--- src/rtl/ppx_pkg.sv ---
package ppx_pkg;
   // Pin and function geometry
   localparam int PPX_NPINS = 16;
   localparam int PPX_NFUNC = 8;
   localparam int PPX_PINW = 4;
   // Fixed serial port pins
   localparam logic [PPX_PINW-1:0] PPX_TX_PIN = 4'h4;
   localparam logic [PPX_PINW-1:0] PPX_RX_PIN = 4'h5;
   // Function output select codes
   localparam logic [3:0] PPX_SEL_GPIO = 4'h0;
   localparam logic [3:0] PPX_SEL_TX = 4'h1;
   localparam logic [3:0] PPX_SEL_RX = 4'h2;
   localparam logic [3:0] PPX_SEL_FN0 = 4'h3;
   // Register byte offsets
   localparam logic [7:0] PPX_OFS_CTRL = 8'h00;
   localparam logic [7:0] PPX_OFS_FEN = 8'h04;
   localparam logic [7:0] PPX_OFS_SKIP = 8'h08;
   localparam logic [7:0] PPX_OFS_STAT = 8'h0c;
   localparam logic [7:0] PPX_OFS_IRQ = 8'h10;
   localparam logic [7:0] PPX_OFS_MASK = 8'h14;
   localparam logic [7:0] PPX_OFS_MAP0 = 8'h20;
   // Control register bits
   localparam int PPX_CTRL_UART = 0;
   localparam int PPX_CTRL_CMPEN = 1;
   localparam int PPX_CTRL_SYNC_PP = 2;
   localparam int PPX_CTRL_RAW_PP = 3;
   // Interrupt bits
   localparam int PPX_IRQ_RISE = 0;
   localparam int PPX_IRQ_FALL = 1;
   localparam int PPX_IRQ_LOST = 2;
   // Reset values
   localparam logic [31:0] PPX_RST_CTRL = 32'h0000_0000;
   localparam logic [31:0] PPX_RST_SKIP = 32'h0000_0000;
   localparam logic [31:0] PPX_RST_FEN = 32'h0000_0000;
   localparam logic [31:0] PPX_RST_MASK = 32'h0000_0000;
endpackage

--- src/rtl/ppx_apb_regs.sv ---
`timescale 1ns/1ps
module ppx_apb_regs
   import ppx_pkg::*;
(
   // Clock and reset
   input wire logic mclk,
   input wire logic rstn,
   // APB
   input wire logic psel,
   input wire logic penable,
   input wire logic pwrite,
   input wire logic [7:0] paddr,
   input wire logic [31:0] pwdata,
   output logic [31:0] prdata,
   output logic pready,
   output logic pslverr,
   // Register fields
   output logic [31:0] ctrl_q,
   output logic [31:0] fen_q,
   output logic [31:0] skip_q,
   output logic [31:0] mask_q,
   input wire logic [31:0] stat_in,
   input wire logic [31:0] irq_in,
   input wire logic [31:0] map_in,
   output logic irq_rd
);
   logic wr_en;
   logic rd_en;
   logic [31:0] rd_d;

   function automatic logic known(input logic [7:0] a);
      known = (a == PPX_OFS_CTRL) || (a == PPX_OFS_FEN) || (a == PPX_OFS_SKIP)
         || (a == PPX_OFS_STAT) || (a == PPX_OFS_IRQ) || (a == PPX_OFS_MASK)
         || (a == PPX_OFS_MAP0);
   endfunction

   assign pready = 1'b1;
   assign wr_en = psel && penable && pwrite;
   assign rd_en = psel && penable && !pwrite;
   assign pslverr = psel && penable && !known(paddr);
   assign irq_rd = rd_en && (paddr == PPX_OFS_IRQ);

   always_ff @(posedge mclk or negedge rstn) begin
      if (!rstn) begin
         ctrl_q <= PPX_RST_CTRL;
         fen_q <= PPX_RST_FEN;
         skip_q <= PPX_RST_SKIP;
         mask_q <= PPX_RST_MASK;
      end else if (wr_en) begin
         if (paddr == PPX_OFS_CTRL) ctrl_q <= pwdata & 32'h0000_000f;
         if (paddr == PPX_OFS_FEN) fen_q <= pwdata & 32'h0000_00ff;
         if (paddr == PPX_OFS_SKIP) skip_q <= pwdata & 32'h0000_ffff;
         if (paddr == PPX_OFS_MASK) mask_q <= pwdata & 32'h0000_0007;
      end
   end

   always_comb begin
      unique case (paddr)
         PPX_OFS_CTRL: rd_d = ctrl_q;
         PPX_OFS_FEN: rd_d = fen_q;
         PPX_OFS_SKIP: rd_d = skip_q;
         PPX_OFS_STAT: rd_d = stat_in;
         PPX_OFS_IRQ: rd_d = irq_in;
         PPX_OFS_MASK: rd_d = mask_q;
         PPX_OFS_MAP0: rd_d = map_in;
         default: rd_d = 32'h0000_0000;
      endcase
   end

   // Read data registered in the setup phase so it is stable in access
   always_ff @(posedge mclk or negedge rstn) begin
      if (!rstn) prdata <= 32'h0000_0000;
      else if (psel && !penable && !pwrite) prdata <= rd_d;
   end
endmodule

--- src/rtl/ppx_crossbar.sv ---
// Added by the designer: the register offsets and the APB register port.
`timescale 1ns/1ps
module ppx_crossbar
   import ppx_pkg::*;
(
   // Clock and reset
   input wire logic mclk,
   input wire logic rstn,
   // APB
   input wire logic psel,
   input wire logic penable,
   input wire logic pwrite,
   input wire logic [7:0] paddr,
   input wire logic [31:0] pwdata,
   output logic [31:0] prdata,
   output logic pready,
   output logic pslverr,
   // Serial port
   input wire logic ser_tx,
   output logic ser_rx,
   // Peripheral functions (out, enable low, in)
   input wire logic [PPX_NFUNC-1:0] fn_out,
   input wire logic [PPX_NFUNC-1:0] fn_oe_n,
   output logic [PPX_NFUNC-1:0] fn_in,
   // Comparator
   input wire logic cmp_raw,
   output logic cmp_sync_out,
   output logic cmp_raw_out,
   // Comparator routing: function slot that carries the comparator output
   input wire logic [PPX_NFUNC-1:0] cmp_sync_slot,
   input wire logic [PPX_NFUNC-1:0] cmp_raw_slot,
   // General-purpose I/O
   input wire logic [PPX_NPINS-1:0] gpio_out,
   input wire logic [PPX_NPINS-1:0] gpio_oe_n,
   output logic [PPX_NPINS-1:0] gpio_in,
   // Pins
   input wire logic [PPX_NPINS-1:0] pin_in,
   output logic [PPX_NPINS-1:0] pin_out,
   output logic [PPX_NPINS-1:0] pin_oe_n,
   // Interrupt
   output logic irq
);
   logic [31:0] ctrl_q;
   logic [31:0] fen_q;
   logic [31:0] skip_q;
   logic [31:0] mask_q;
   logic irq_rd;
   logic [PPX_NPINS-1:0][3:0] pin_sel;
   logic [PPX_NFUNC-1:0] fn_placed;
   logic [PPX_NPINS-1:0] pin_s1_q;
   logic [PPX_NPINS-1:0] pin_s2_q;
   logic cmp_s1_q;
   logic cmp_s2_q;
   logic cmp_prev_q;
   logic [2:0] irq_q;
   logic [2:0] irq_set;
   logic [PPX_NFUNC-1:0] placed_prev_q;
   logic [PPX_NFUNC-1:0] fn_drv;
   logic [PPX_NFUNC-1:0] fn_drv_oe_n;
   logic cmp_en;
   logic cmp_sync_q;

   ppx_apb_regs u_regs (
      .mclk(mclk),
      .rstn(rstn),
      .psel(psel),
      .penable(penable),
      .pwrite(pwrite),
      .paddr(paddr),
      .pwdata(pwdata),
      .prdata(prdata),
      .pready(pready),
      .pslverr(pslverr),
      .ctrl_q(ctrl_q),
      .fen_q(fen_q),
      .skip_q(skip_q),
      .mask_q(mask_q),
      .stat_in({22'h0, fn_placed, cmp_en, cmp_s2_q}),
      .irq_in({29'h0, irq_q}),
      .map_in({24'h0, fn_placed}),
      .irq_rd(irq_rd)
   );

   // Combinational placement follows the register values at once
   ppx_prio_place u_place (
      .uart_en(ctrl_q[PPX_CTRL_UART]),
      .fn_en(fen_q[PPX_NFUNC-1:0]),
      .skip(skip_q[PPX_NPINS-1:0]),
      .pin_sel(pin_sel),
      .fn_placed(fn_placed)
   );

   assign cmp_en = ctrl_q[PPX_CTRL_CMPEN];

   // Pin and comparator synchronisers
   always_ff @(posedge mclk or negedge rstn) begin
      if (!rstn) begin
         pin_s1_q <= '0;
         pin_s2_q <= '0;
         cmp_s1_q <= 1'b0;
         cmp_s2_q <= 1'b0;
      end else begin
         pin_s1_q <= pin_in;
         pin_s2_q <= pin_s1_q;
         cmp_s1_q <= cmp_raw;
         cmp_s2_q <= cmp_s1_q;
      end
   end

   // Latched comparator output, forced low while disabled
   always_ff @(posedge mclk or negedge rstn) begin
      if (!rstn) cmp_sync_q <= 1'b0;
      else cmp_sync_q <= cmp_en & cmp_s2_q;
   end
   assign cmp_sync_out = cmp_sync_q;
   // Raw path is pure gating so it keeps working with the clock stopped
   assign cmp_raw_out = cmp_raw & cmp_en;

   // Comparator slots replace the peripheral drive of that function
   always_comb begin
      for (int f = 0; f < PPX_NFUNC; f++) begin
         if (cmp_raw_slot[f]) begin
            fn_drv[f] = cmp_raw_out;
            fn_drv_oe_n[f] = !ctrl_q[PPX_CTRL_RAW_PP] && cmp_raw_out;
         end else if (cmp_sync_slot[f]) begin
            fn_drv[f] = cmp_sync_q;
            fn_drv_oe_n[f] = !ctrl_q[PPX_CTRL_SYNC_PP] && cmp_sync_q;
         end else begin
            fn_drv[f] = fn_out[f];
            fn_drv_oe_n[f] = fn_oe_n[f];
         end
      end
   end

   // Pin output mux; unclaimed pins keep GPIO control
   generate
      for (genvar p = 0; p < PPX_NPINS; p++) begin : g_pin
         always_comb begin
            if (pin_sel[p] == PPX_SEL_GPIO) begin
               pin_out[p] = gpio_out[p];
               pin_oe_n[p] = gpio_oe_n[p];
            end else if (pin_sel[p] == PPX_SEL_TX) begin
               pin_out[p] = ser_tx;
               pin_oe_n[p] = 1'b0;
            end else if (pin_sel[p] == PPX_SEL_RX) begin
               pin_out[p] = 1'b1;
               pin_oe_n[p] = 1'b1;
            end else begin
               pin_out[p] = fn_drv[3'(pin_sel[p] - PPX_SEL_FN0)];
               pin_oe_n[p] = fn_drv_oe_n[3'(pin_sel[p] - PPX_SEL_FN0)];
            end
         end
         assign gpio_in[p] = pin_s2_q[p];
      end
   endgenerate

   // Inputs back to functions; an unplaced function reads idle high
   always_comb begin
      ser_rx = 1'b1;
      fn_in = '1;
      for (int p = 0; p < PPX_NPINS; p++) begin
         if (pin_sel[p] == PPX_SEL_RX) ser_rx = pin_s2_q[p];
         for (int f = 0; f < PPX_NFUNC; f++) begin
            if (pin_sel[p] == PPX_SEL_FN0 + 4'(f)) fn_in[f] = pin_s2_q[p];
         end
      end
   end

   // Comparator edge and lost-placement events
   always_ff @(posedge mclk or negedge rstn) begin
      if (!rstn) begin
         cmp_prev_q <= 1'b0;
         placed_prev_q <= '0;
      end else begin
         cmp_prev_q <= cmp_s2_q & cmp_en;
         placed_prev_q <= fn_placed;
      end
   end
   assign irq_set[PPX_IRQ_RISE] = cmp_en && cmp_s2_q && !cmp_prev_q;
   assign irq_set[PPX_IRQ_FALL] = cmp_prev_q && !(cmp_s2_q && cmp_en);
   assign irq_set[PPX_IRQ_LOST] = |(placed_prev_q & ~fn_placed & fen_q[PPX_NFUNC-1:0]);

   // Sticky status, read clears, a new event wins over the clear
   always_ff @(posedge mclk or negedge rstn) begin
      if (!rstn) irq_q <= 3'h0;
      else irq_q <= (irq_rd ? 3'h0 : irq_q) | irq_set;
   end
   assign irq = |(irq_q & mask_q[2:0]);
endmodule

--- src/rtl/ppx_prio_place.sv ---
`timescale 1ns/1ps
module ppx_prio_place
   import ppx_pkg::*;
(
   // Requests
   input wire logic uart_en,
   input wire logic [PPX_NFUNC-1:0] fn_en,
   input wire logic [PPX_NPINS-1:0] skip,
   // Placement
   output logic [PPX_NPINS-1:0][3:0] pin_sel,
   output logic [PPX_NFUNC-1:0] fn_placed
);
   logic [PPX_NPINS-1:0] taken;

   always_comb begin
      taken = skip;
      pin_sel = '0;
      fn_placed = '0;
      // Serial port first, at its fixed pins
      if (uart_en) begin
         pin_sel[PPX_TX_PIN] = PPX_SEL_TX;
         pin_sel[PPX_RX_PIN] = PPX_SEL_RX;
         taken[PPX_TX_PIN] = 1'b1;
         taken[PPX_RX_PIN] = 1'b1;
      end
      // Remaining functions by rank, lowest free pin each
      for (int f = 0; f < PPX_NFUNC; f++) begin
         if (fn_en[f]) begin
            for (int p = 0; p < PPX_NPINS; p++) begin
               if (!fn_placed[f] && !taken[p]) begin
                  pin_sel[p] = PPX_SEL_FN0 + 4'(f);
                  taken[p] = 1'b1;
                  fn_placed[f] = 1'b1;
               end
            end
         end
      end
   end
endmodule

--- config.mk ---
export PLATFORM = sky130hd
export DESIGN_NAME = ppx_crossbar
export DESIGN_NICKNAME = d
export VERILOG_FILES = /design/src/rtl/ppx_pkg.sv /design/src/rtl/ppx_apb_regs.sv /design/src/rtl/ppx_crossbar.sv /design/src/rtl/ppx_prio_place.sv
export SDC_FILE = /design/constraint.sdc
export NUM_CORES = 1
export LEC_CHECK = 0
export ABC_AREA = 1
export BUFFER_PORTS_ARGS = -buffer_cell sky130_fd_sc_hd__buf_2
export CAP_MARGIN = 20
export CORE_MARGIN = 4
export CORE_UTILIZATION = 30
export DETAILED_ROUTE_END_ITERATION = 7
export GPL_TIMING_DRIVEN = 0
export RECOVER_POWER = 25
export SYNTH_ARGS = -nofsm -noshare
export SYNTH_HDL_FRONTEND = slang
export SYNTH_SLANG_ARGS = --single-unit
export TNS_END_PERCENT = 10
--- constraint.sdc ---
create_clock -name mclk -period 5.49 [get_ports mclk]
set_input_delay 1.098 -clock mclk [delete_from_list [all_inputs] [get_ports mclk]]
set_output_delay 1.098 -clock mclk [all_outputs]
set_load 0.02 [all_outputs]
==> results of run 1 <==
==> area by class of cell <==
| cell class | instances | area (µm²) | area share |
|---|---|---|---|
| clock inverters | 7 | 90.1 | 0.00492 |
| multi-input cells | 1966 | 11400 | 0.622 |
| plain buffers | 55 | 379 | 0.0207 |
| flip-flops and latches | 93 | 2340 | 0.128 |
| inverters | 362 | 1390 | 0.0759 |
| well taps | 592 | 741 | 0.0405 |
| clock buffers | 9 | 225 | 0.0123 |
| repair buffers | 279 | 1760 | 0.0962 |
==> final timing paths <==
| check | cells after the start | endpoint | from | slack (ns) |
|---|---|---|---|---|
| max | 34 | pin_out[15] | u_regs.skip_q[0] | -0.49 |
| min | 0 | gpio_in[11] | pin_s1_q[11] | 0.35 |
| max reg2reg | 36 | u_regs.prdata[4] | u_regs.skip_q[0] | 0.48 |
| min reg2reg | 0 | gpio_in[11] | pin_s1_q[11] | 0.35 |
| max in group asynchronous | 1 | pin_s1_q[7] | rstn | 2.97 |
| min in group asynchronous | 1 | u_regs.prdata[13] | rstn | 1.30 |
==> cell usage in the layout (no fill, tap or decap), types with 5 or more instances in the layout <==
cell	synthesis	final
a21oi_1	145	141
a31oi_1	22	21
buf_2	6	173
buf_4	17	109
buf_6	1	17
clkbuf_1	31	17
clkbuf_16	0	9
clkbuf_2	0	6
clkinv_1	6	5
conb_1	2	17
dfrtp_1	93	86
dfrtp_2	0	7
ha_1	64	39
ha_2	0	11
ha_4	0	14
inv_1	316	298
inv_2	39	48
inv_4	1	10
nand2_1	684	596
nand2_2	35	84
nand2_4	8	42
nand2_8	0	5
nand3_1	215	186
nand3_2	14	25
nand3_4	0	18
nand4_1	17	17
nor2_1	307	234
nor2_2	29	40
nor2_4	17	79
nor3_1	22	21
o2111ai_1	6	5
o211ai_1	29	29
o21ai_0	222	199
o21ai_1	16	32
o21ai_2	2	8
o22ai_1	22	18
o31ai_1	8	8
or2_2	13	13
==> logic make-up (layout without fill, tap and decap cells) <==
logic type,after synthesis,count (layout),synth area share
buffers and inverters,419,712,0.121
DFF,93,93,0.170
muxes,1,1,0.000731
AOI/OAI and AO/OA,506,506,0.206
adders and majority gates,64,64,0.0585
other,2,17,0.000549
xor gates and xnor gates,5,5,0.00320
and+or+nand+nor,1373,1373,0.440
==> report_power, final <==
group,switching (mW),total (mW),internal (mW)
clock network,0.347,0.712,0.365
registers,0.0186,0.721,0.702
logic,0.289,0.429,0.140
==> worst register-to-register path: cells and delay by family (launching register included) <==
kind / cells / cell delay, ns
compound gates: 1 / 0.31
simple gates: 20 / 2.66
flops: 1 / 0.51
buf+inv: 15 / 1.44
==> cell usage after synthesis, drive strengths merged, types with 3 or more instances <==
cell type	n
nand2	727
inv	356
nor2	353
o21ai	240
nand3	229
a21oi	146
dfrtp	93
ha	64
clkbuf	31
o211ai	30
buf	26
nor3	25
a31oi	22
o22ai	22
nand4	18
or2	13
o31ai	8
clkinv	6
o2111ai	6
a221oi	5
a22oi	5
o21bai	5
nand3b	4
o221ai	4
a211oi	3
a21boi	3
xnor2	3
==> stage by stage <==
step	setup WS, ns	power (mW)	util	setup TNS (ns)	cell area [µm²]
2_1_floorplan	0.379	0.947	-	0	13700
3_3_place_gp	-1.03	1.12	0.346	-27.78	15400
3_5_place_dp	-1.07	1.12	0.347	-28.07	15500
4_1_cts	-0.387	1.86	0.391	-6.39	17400
5_1_grt	-0.756	1.94	0.410	-15.74	18300
6_report	-0.494	1.86	0.410	-8.58	18300
==> what timing repair did <==
item	4_1_cts	5_1_grt
setup buffers	68	20
resized for setup	286	226
endpoints found under the setup margin	39	38
pin swaps	88	76
==> per-layer routing <==
metal  track usage  wire (µm)  up-vias  part of all wire
met2         0.355      26100      741              0.45
li1              -          -     8622                 -
met4        0.0702       1770        0             0.030
met5             0          0        -                 0
met3        0.0522       5290      104             0.091
met1         0.300      25300     7911              0.43
==> registers in the layout, summed over array words and instances (netlist names), 4 cells and up <==
name and count:
placed_prev_q 8, u_regs.ctrl_q 4, u_regs.prdata 16, pin_s1_q 16
gpio_in 16, u_regs.skip_q 16, u_regs.fen_q 8
==> summary.txt, run 1 <==
Status
  • Status: complete, but fails checks
  • Failing checks: max-capacitance violations, max-slew violations, negative setup slack

Timing
  • Slew Viols, Final: 31
  • Final setup vio count: 32
  • Worst Skew: 0.0124 ns
  • Final period util: 1.09
  • Final hold slack: 0.350 ns
  • Max Fclk: 167 MHz
  • Worst slew pin tran: 2.10 ns
  • RSZ-0062 raised after global routing: yes
  • Worst setup margin: -0.494 ns
  • Tmin final: 5.98 ns
  • Hold Violations, Final: 0
  • Rel. slew slack: -0.402

Setup path
  • Critical path class: reg2out
  • Critical path peak fanout: 7
  • Critical path endpoint category: output pin
  • Worst path top cell family by delay: simple AND/OR/NAND/NOR gates
  • CP Buf/Inv Count: 6
  • CP max stage delay: 0.51 ns
  • Slowest stage cell, crit path: dfrtp_2
  • CP Data Required Time: 4.39 ns
  • Crit path DAT: 4.89 ns
  • Worst path most repeated cell: nor2_4
  • Type of origin of the critical path: flip-flop

Final layout
  • Number of fill cells: 4738
  • Share of post-route cells with drive strength above 1: 0.276
  • Syn-to-layout area delta: 33.8%
  • Fin cells: 3363
  • Net count, final: 2957
  • Ant. Diodes: 0

Logic synthesis
  • Share of the synthesized area in the top cell type: 0.188
  • Register area share after synthesis: 0.170
  • Synth Instances: 2463
  • Ys flop type: dfrtp_1
  • Largest cells by area after synthesis: nand2_1 19%, dfrtp_1 17%, inv_1 8.7%, nor2_1 8.4%, o21ai_0 8.1%
  • Seq cells post-synth: 93
  • Asr flop ratio synth: 1.00
  • Synth cell types: 55
  • Post-synth design cell area: 0.0137 mm²
  • Avg Synthesized Cell Area: 5.56 µm²
  • Ys Warns: 0
  • Post-synth EDFFs: 0
  • Synth area leader: nand2_1

Hold path
  • Hold Crit Class: reg2reg

Power
  • Leakage power: 8.90 nW
  • PwrDens: 102 mW/mm²
  • VDD IR-drop max: 244 µV

Route
  • Via density per instance: 5.17
  • Routed len/inst: 17.4 µm
  • TritonRoute pass-1 iters: 6
  • Vias: 17400
  • Starting DRT DRC Count: 2020
  • DR DRC count: 0
  • WL final: 58400 µm
  • Post-route ant nets: 0

Placed design
  • Buffers on Ports: 187
  • RD Place Congestion: 0.949
  • Placed Cells: 3261
  • HPWL after detailed placement: 44600 µm

GRT
  • Vias in the first global route: 16000
  • Initial antenna violation count: 0
  • First-pass GRT wire length: 88000 µm
  • GRT Residual Overflow: 0
  • Largest net degree at the start of global routing: 64
  • Overall Global Routing Usage: 0.223

Floorplanning
  • # IOs: 221
  • DIE AREA: 0.0491 mm²
  • Starting density of the core: 0.307
  • Row cnt: 77
  • Chip Height: 222 µm
  • Die width: 222 µm
  • Core area: 0.0446 mm²

CTS
  • Clock tree sinks: 93
  • Clock transition at the registers of the reported paths: 0.07 ns
  • CTS tree: yes
  • CTS max path bufs: 2
  • Clk_lat worst skew: 0.40 ns
  • Root buf cell: clkbuf_16
  • Total CTS buffers: 9
  • H-Tree Depth: 3
  • # hold bufs at CTS: 0

Flow run
  • Number of max-cap violations: 1
Note: power is estimated with default switching activity, not from simulation.
==> inputs of run 2 (changes only) <==
--- a/config.mk
+++ b/config.mk
@@ -6,6 +6,7 @@
 export NUM_CORES = 1
 export LEC_CHECK = 0
 export ABC_AREA = 1
+export ABC_CLOCK_PERIOD_IN_PS = 7200
 export BUFFER_PORTS_ARGS = -buffer_cell sky130_fd_sc_hd__buf_2
 export CAP_MARGIN = 20
 export CORE_MARGIN = 4
@@ -13,6 +14,7 @@
 export DETAILED_ROUTE_END_ITERATION = 7
 export GPL_TIMING_DRIVEN = 0
 export RECOVER_POWER = 25
+export SLEW_MARGIN = 20
 export SYNTH_ARGS = -nofsm -noshare
 export SYNTH_HDL_FRONTEND = slang
 export SYNTH_SLANG_ARGS = --single-unit
==> constraint.sdc (replaced) <==
create_clock -name mclk -period 7.2 [get_ports mclk]
set_input_delay 1.44 -clock mclk [delete_from_list [all_inputs] [get_ports mclk]]
set_output_delay 1.44 -clock mclk [all_outputs]
set_load 0.02 [all_outputs]
==> run 2 against run 1 <==
The run ends with max-capacitance violations, max-slew violations left. Worst setup slack improved by 0.67 ns. Critical path depth fell by 21. Via count is 4.2% lower. First-iteration DRC count decreased by 13%. Cell count down 2.6%. Wire length fell by 6.5%. Sequential power is 24% lower. Core utilization fell by 5.6 points. Clock skew up 0.0040 ns. Design area decreased by 14%. Clock-buffer cell count stayed put.
==> summary.txt, run 2 (same netlist as run 1, synthesis figures left out) <==
Setup path
  • Crit path DAT: 5.59 ns
  • Critical path endpoint category: output pin
  • Reg2reg path depth: 25
  • CP Data Required Time: 5.76 ns
  • Critical path class: in2out
  • Critical path peak fanout: 10
  • Type of origin of the critical path: input pin

Route
  • DR WL met3: 5340 µm
  • TritonRoute pass-1 iters: 6
  • Starting DRT DRC Count: 1751
  • Routed len/inst: 16.7 µm
  • Vias: 16600
  • Post-route ant nets: 0
  • Via density per instance: 5.08
  • WL final: 54700 µm
  • DR DRC count: 0
  • Top layer in use: met4
  • Metal2 WL: 23600 µm
  • Met1 Wirelength: 24500 µm

Timing
  • Rel. slew slack: -1.33
  • Final period util: 0.976
  • Tmin final: 7.03 ns
  • Slew Viols, Final: 74
  • Worst slew pin tran: 3.50 ns
  • Max Fclk: 142 MHz
  • Hold Violations, Final: 0
  • Worst setup margin: 0.173 ns
  • Worst Skew: 0.0164 ns
  • RSZ-0062 raised after global routing: yes
  • Final setup vio count: 0

GRT
  • First-pass GRT wire length: 84100 µm
  • Initial antenna violation count: 0
  • Vias in the first global route: 15300
  • GRT Residual Overflow: 0
  • Overall Global Routing Usage: 0.214
  • Largest net degree at the start of global routing: 74

CTS
  • Clock tree sinks: 93
  • Total CTS buffers: 9
  • Clk_lat worst skew: 0.41 ns
  • H-Tree Depth: 3
  • CTS tree: yes
  • CTS max path bufs: 2
  • Clock transition at the registers of the reported paths: 0.07 ns
  • # hold bufs at CTS: 0
  • Root buf cell: clkbuf_16

Final layout
  • Syn-to-layout area delta: 15.5%
  • Final core occ: 0.354
  • Commonest cells after routing, fill and taps aside: 684 x nand2_1, 316 x inv_1, 305 x nor2_1
  • Net count, final: 2870
  • Ant. Diodes: 0
  • Number of fill cells: 5093
  • Share of post-route cells with drive strength above 1: 0.150
  • Finished Cell Area: 0.0158 mm²
  • Leading cell type in the layout, fill and taps excluded: nand2_1

Status
  • Failing checks: max-capacitance violations, max-slew violations
  • Status: complete, but fails checks

Floorplanning
  • Core area: 0.0446 mm²
  • Row cnt: 77
  • DIE AREA: 0.0491 mm²
  • Die width: 222 µm
  • Starting density of the core: 0.307
  • Chip Height: 222 µm
  • # IOs: 221

Placed design
  • RD Place Congestion: 0.949
  • DP Worst Slack: -0.0243 ns
  • Placed inst area: 0.0155 mm²
  • Buffers on Ports: 187
  • HPWL after detailed placement: 44700 µm

Power
  • PwrDens: 88.0 mW/mm²
  • Leakage power: 8.09 nW
  • VDD IR-drop max: 118 µV
  • Total Power: 1.39 mW

Flow run
  • Number of max-cap violations: 1

Hold path
  • WHS Path Cells: 0
  • Hold Crit Class: reg2reg
## run 2: layout make-up
type	count	area, µm²	area share
multi-input cells	1966	9790	0.620
clock buffers	9	225	0.0143
plain buffers	56	292	0.0185
flip-flops and latches	93	2330	0.147
well taps	592	741	0.0469
inverters	362	1370	0.0864
clock inverters	7	90.1	0.00570
repair buffers	191	967	0.0612
## run 2: final timing paths
path	from	to	slack [ns]
setup / recovery	cmp_raw	pin_oe_n[11]	0.17
hold / removal	pin_s1_q[11]	gpio_in[11]	0.35
setup reg to reg	u_regs.skip_q[0]	u_regs.prdata[5]	2.92
hold reg to reg	pin_s1_q[11]	gpio_in[11]	0.35
max in group asynchronous	rstn	u_regs.fen_q[6]	1.42
min in group asynchronous	rstn	pin_s1_q[15]	1.32
## run 2: stage by stage
stage | instances | setup TNS [ns] | hold WS, ns
2_1_floorplan | 2478 | 0 | 0.331
3_3_place_gp | 3257 | -0.00489 | 0.332
3_5_place_dp | 3259 | -0.0583 | 0.335
4_1_cts | 3275 | 0 | 0.353
5_1_grt | 3276 | -0.206 | 0.360
6_report | 3276 | 0 | 0.350
## run 2: worst max-delay path: stages
cell and delay (ns):
buf_2 0.09, nand2_1 0.47, nor2_2 0.69, inv_1 0.40, o22ai_1 0.98, clkbuf_1 0.66, nand2_1 0.11, a21oi_1 0.17
o21ai_0 0.10, nand3_1 0.11, nand3_1 0.12, nand2_1 0.08, buf_2 0.15
## run 2: timing repair
item                                    CTS  global route
endpoints found under the setup margin    7            35
cloned                                    0             0
resized for setup                         1             6
buffers inserted                          0             1
pin swaps                                 0             1
## run 2: power breakdown
group	switching [mW]	total, mW	leakage [nW]	internal, mW
Sequential	0.0132	0.549	1.16	0.536
Clock	0.265	0.544	0.156	0.278
Combinational	0.206	0.298	6.77	0.0918
## run 2: layer usage
layer	up-vias	track usage
met5	-	0
met2	708	0.333
li1	8413	-
met3	80	0.0572
met1	7447	0.294
met4	0	0.0556
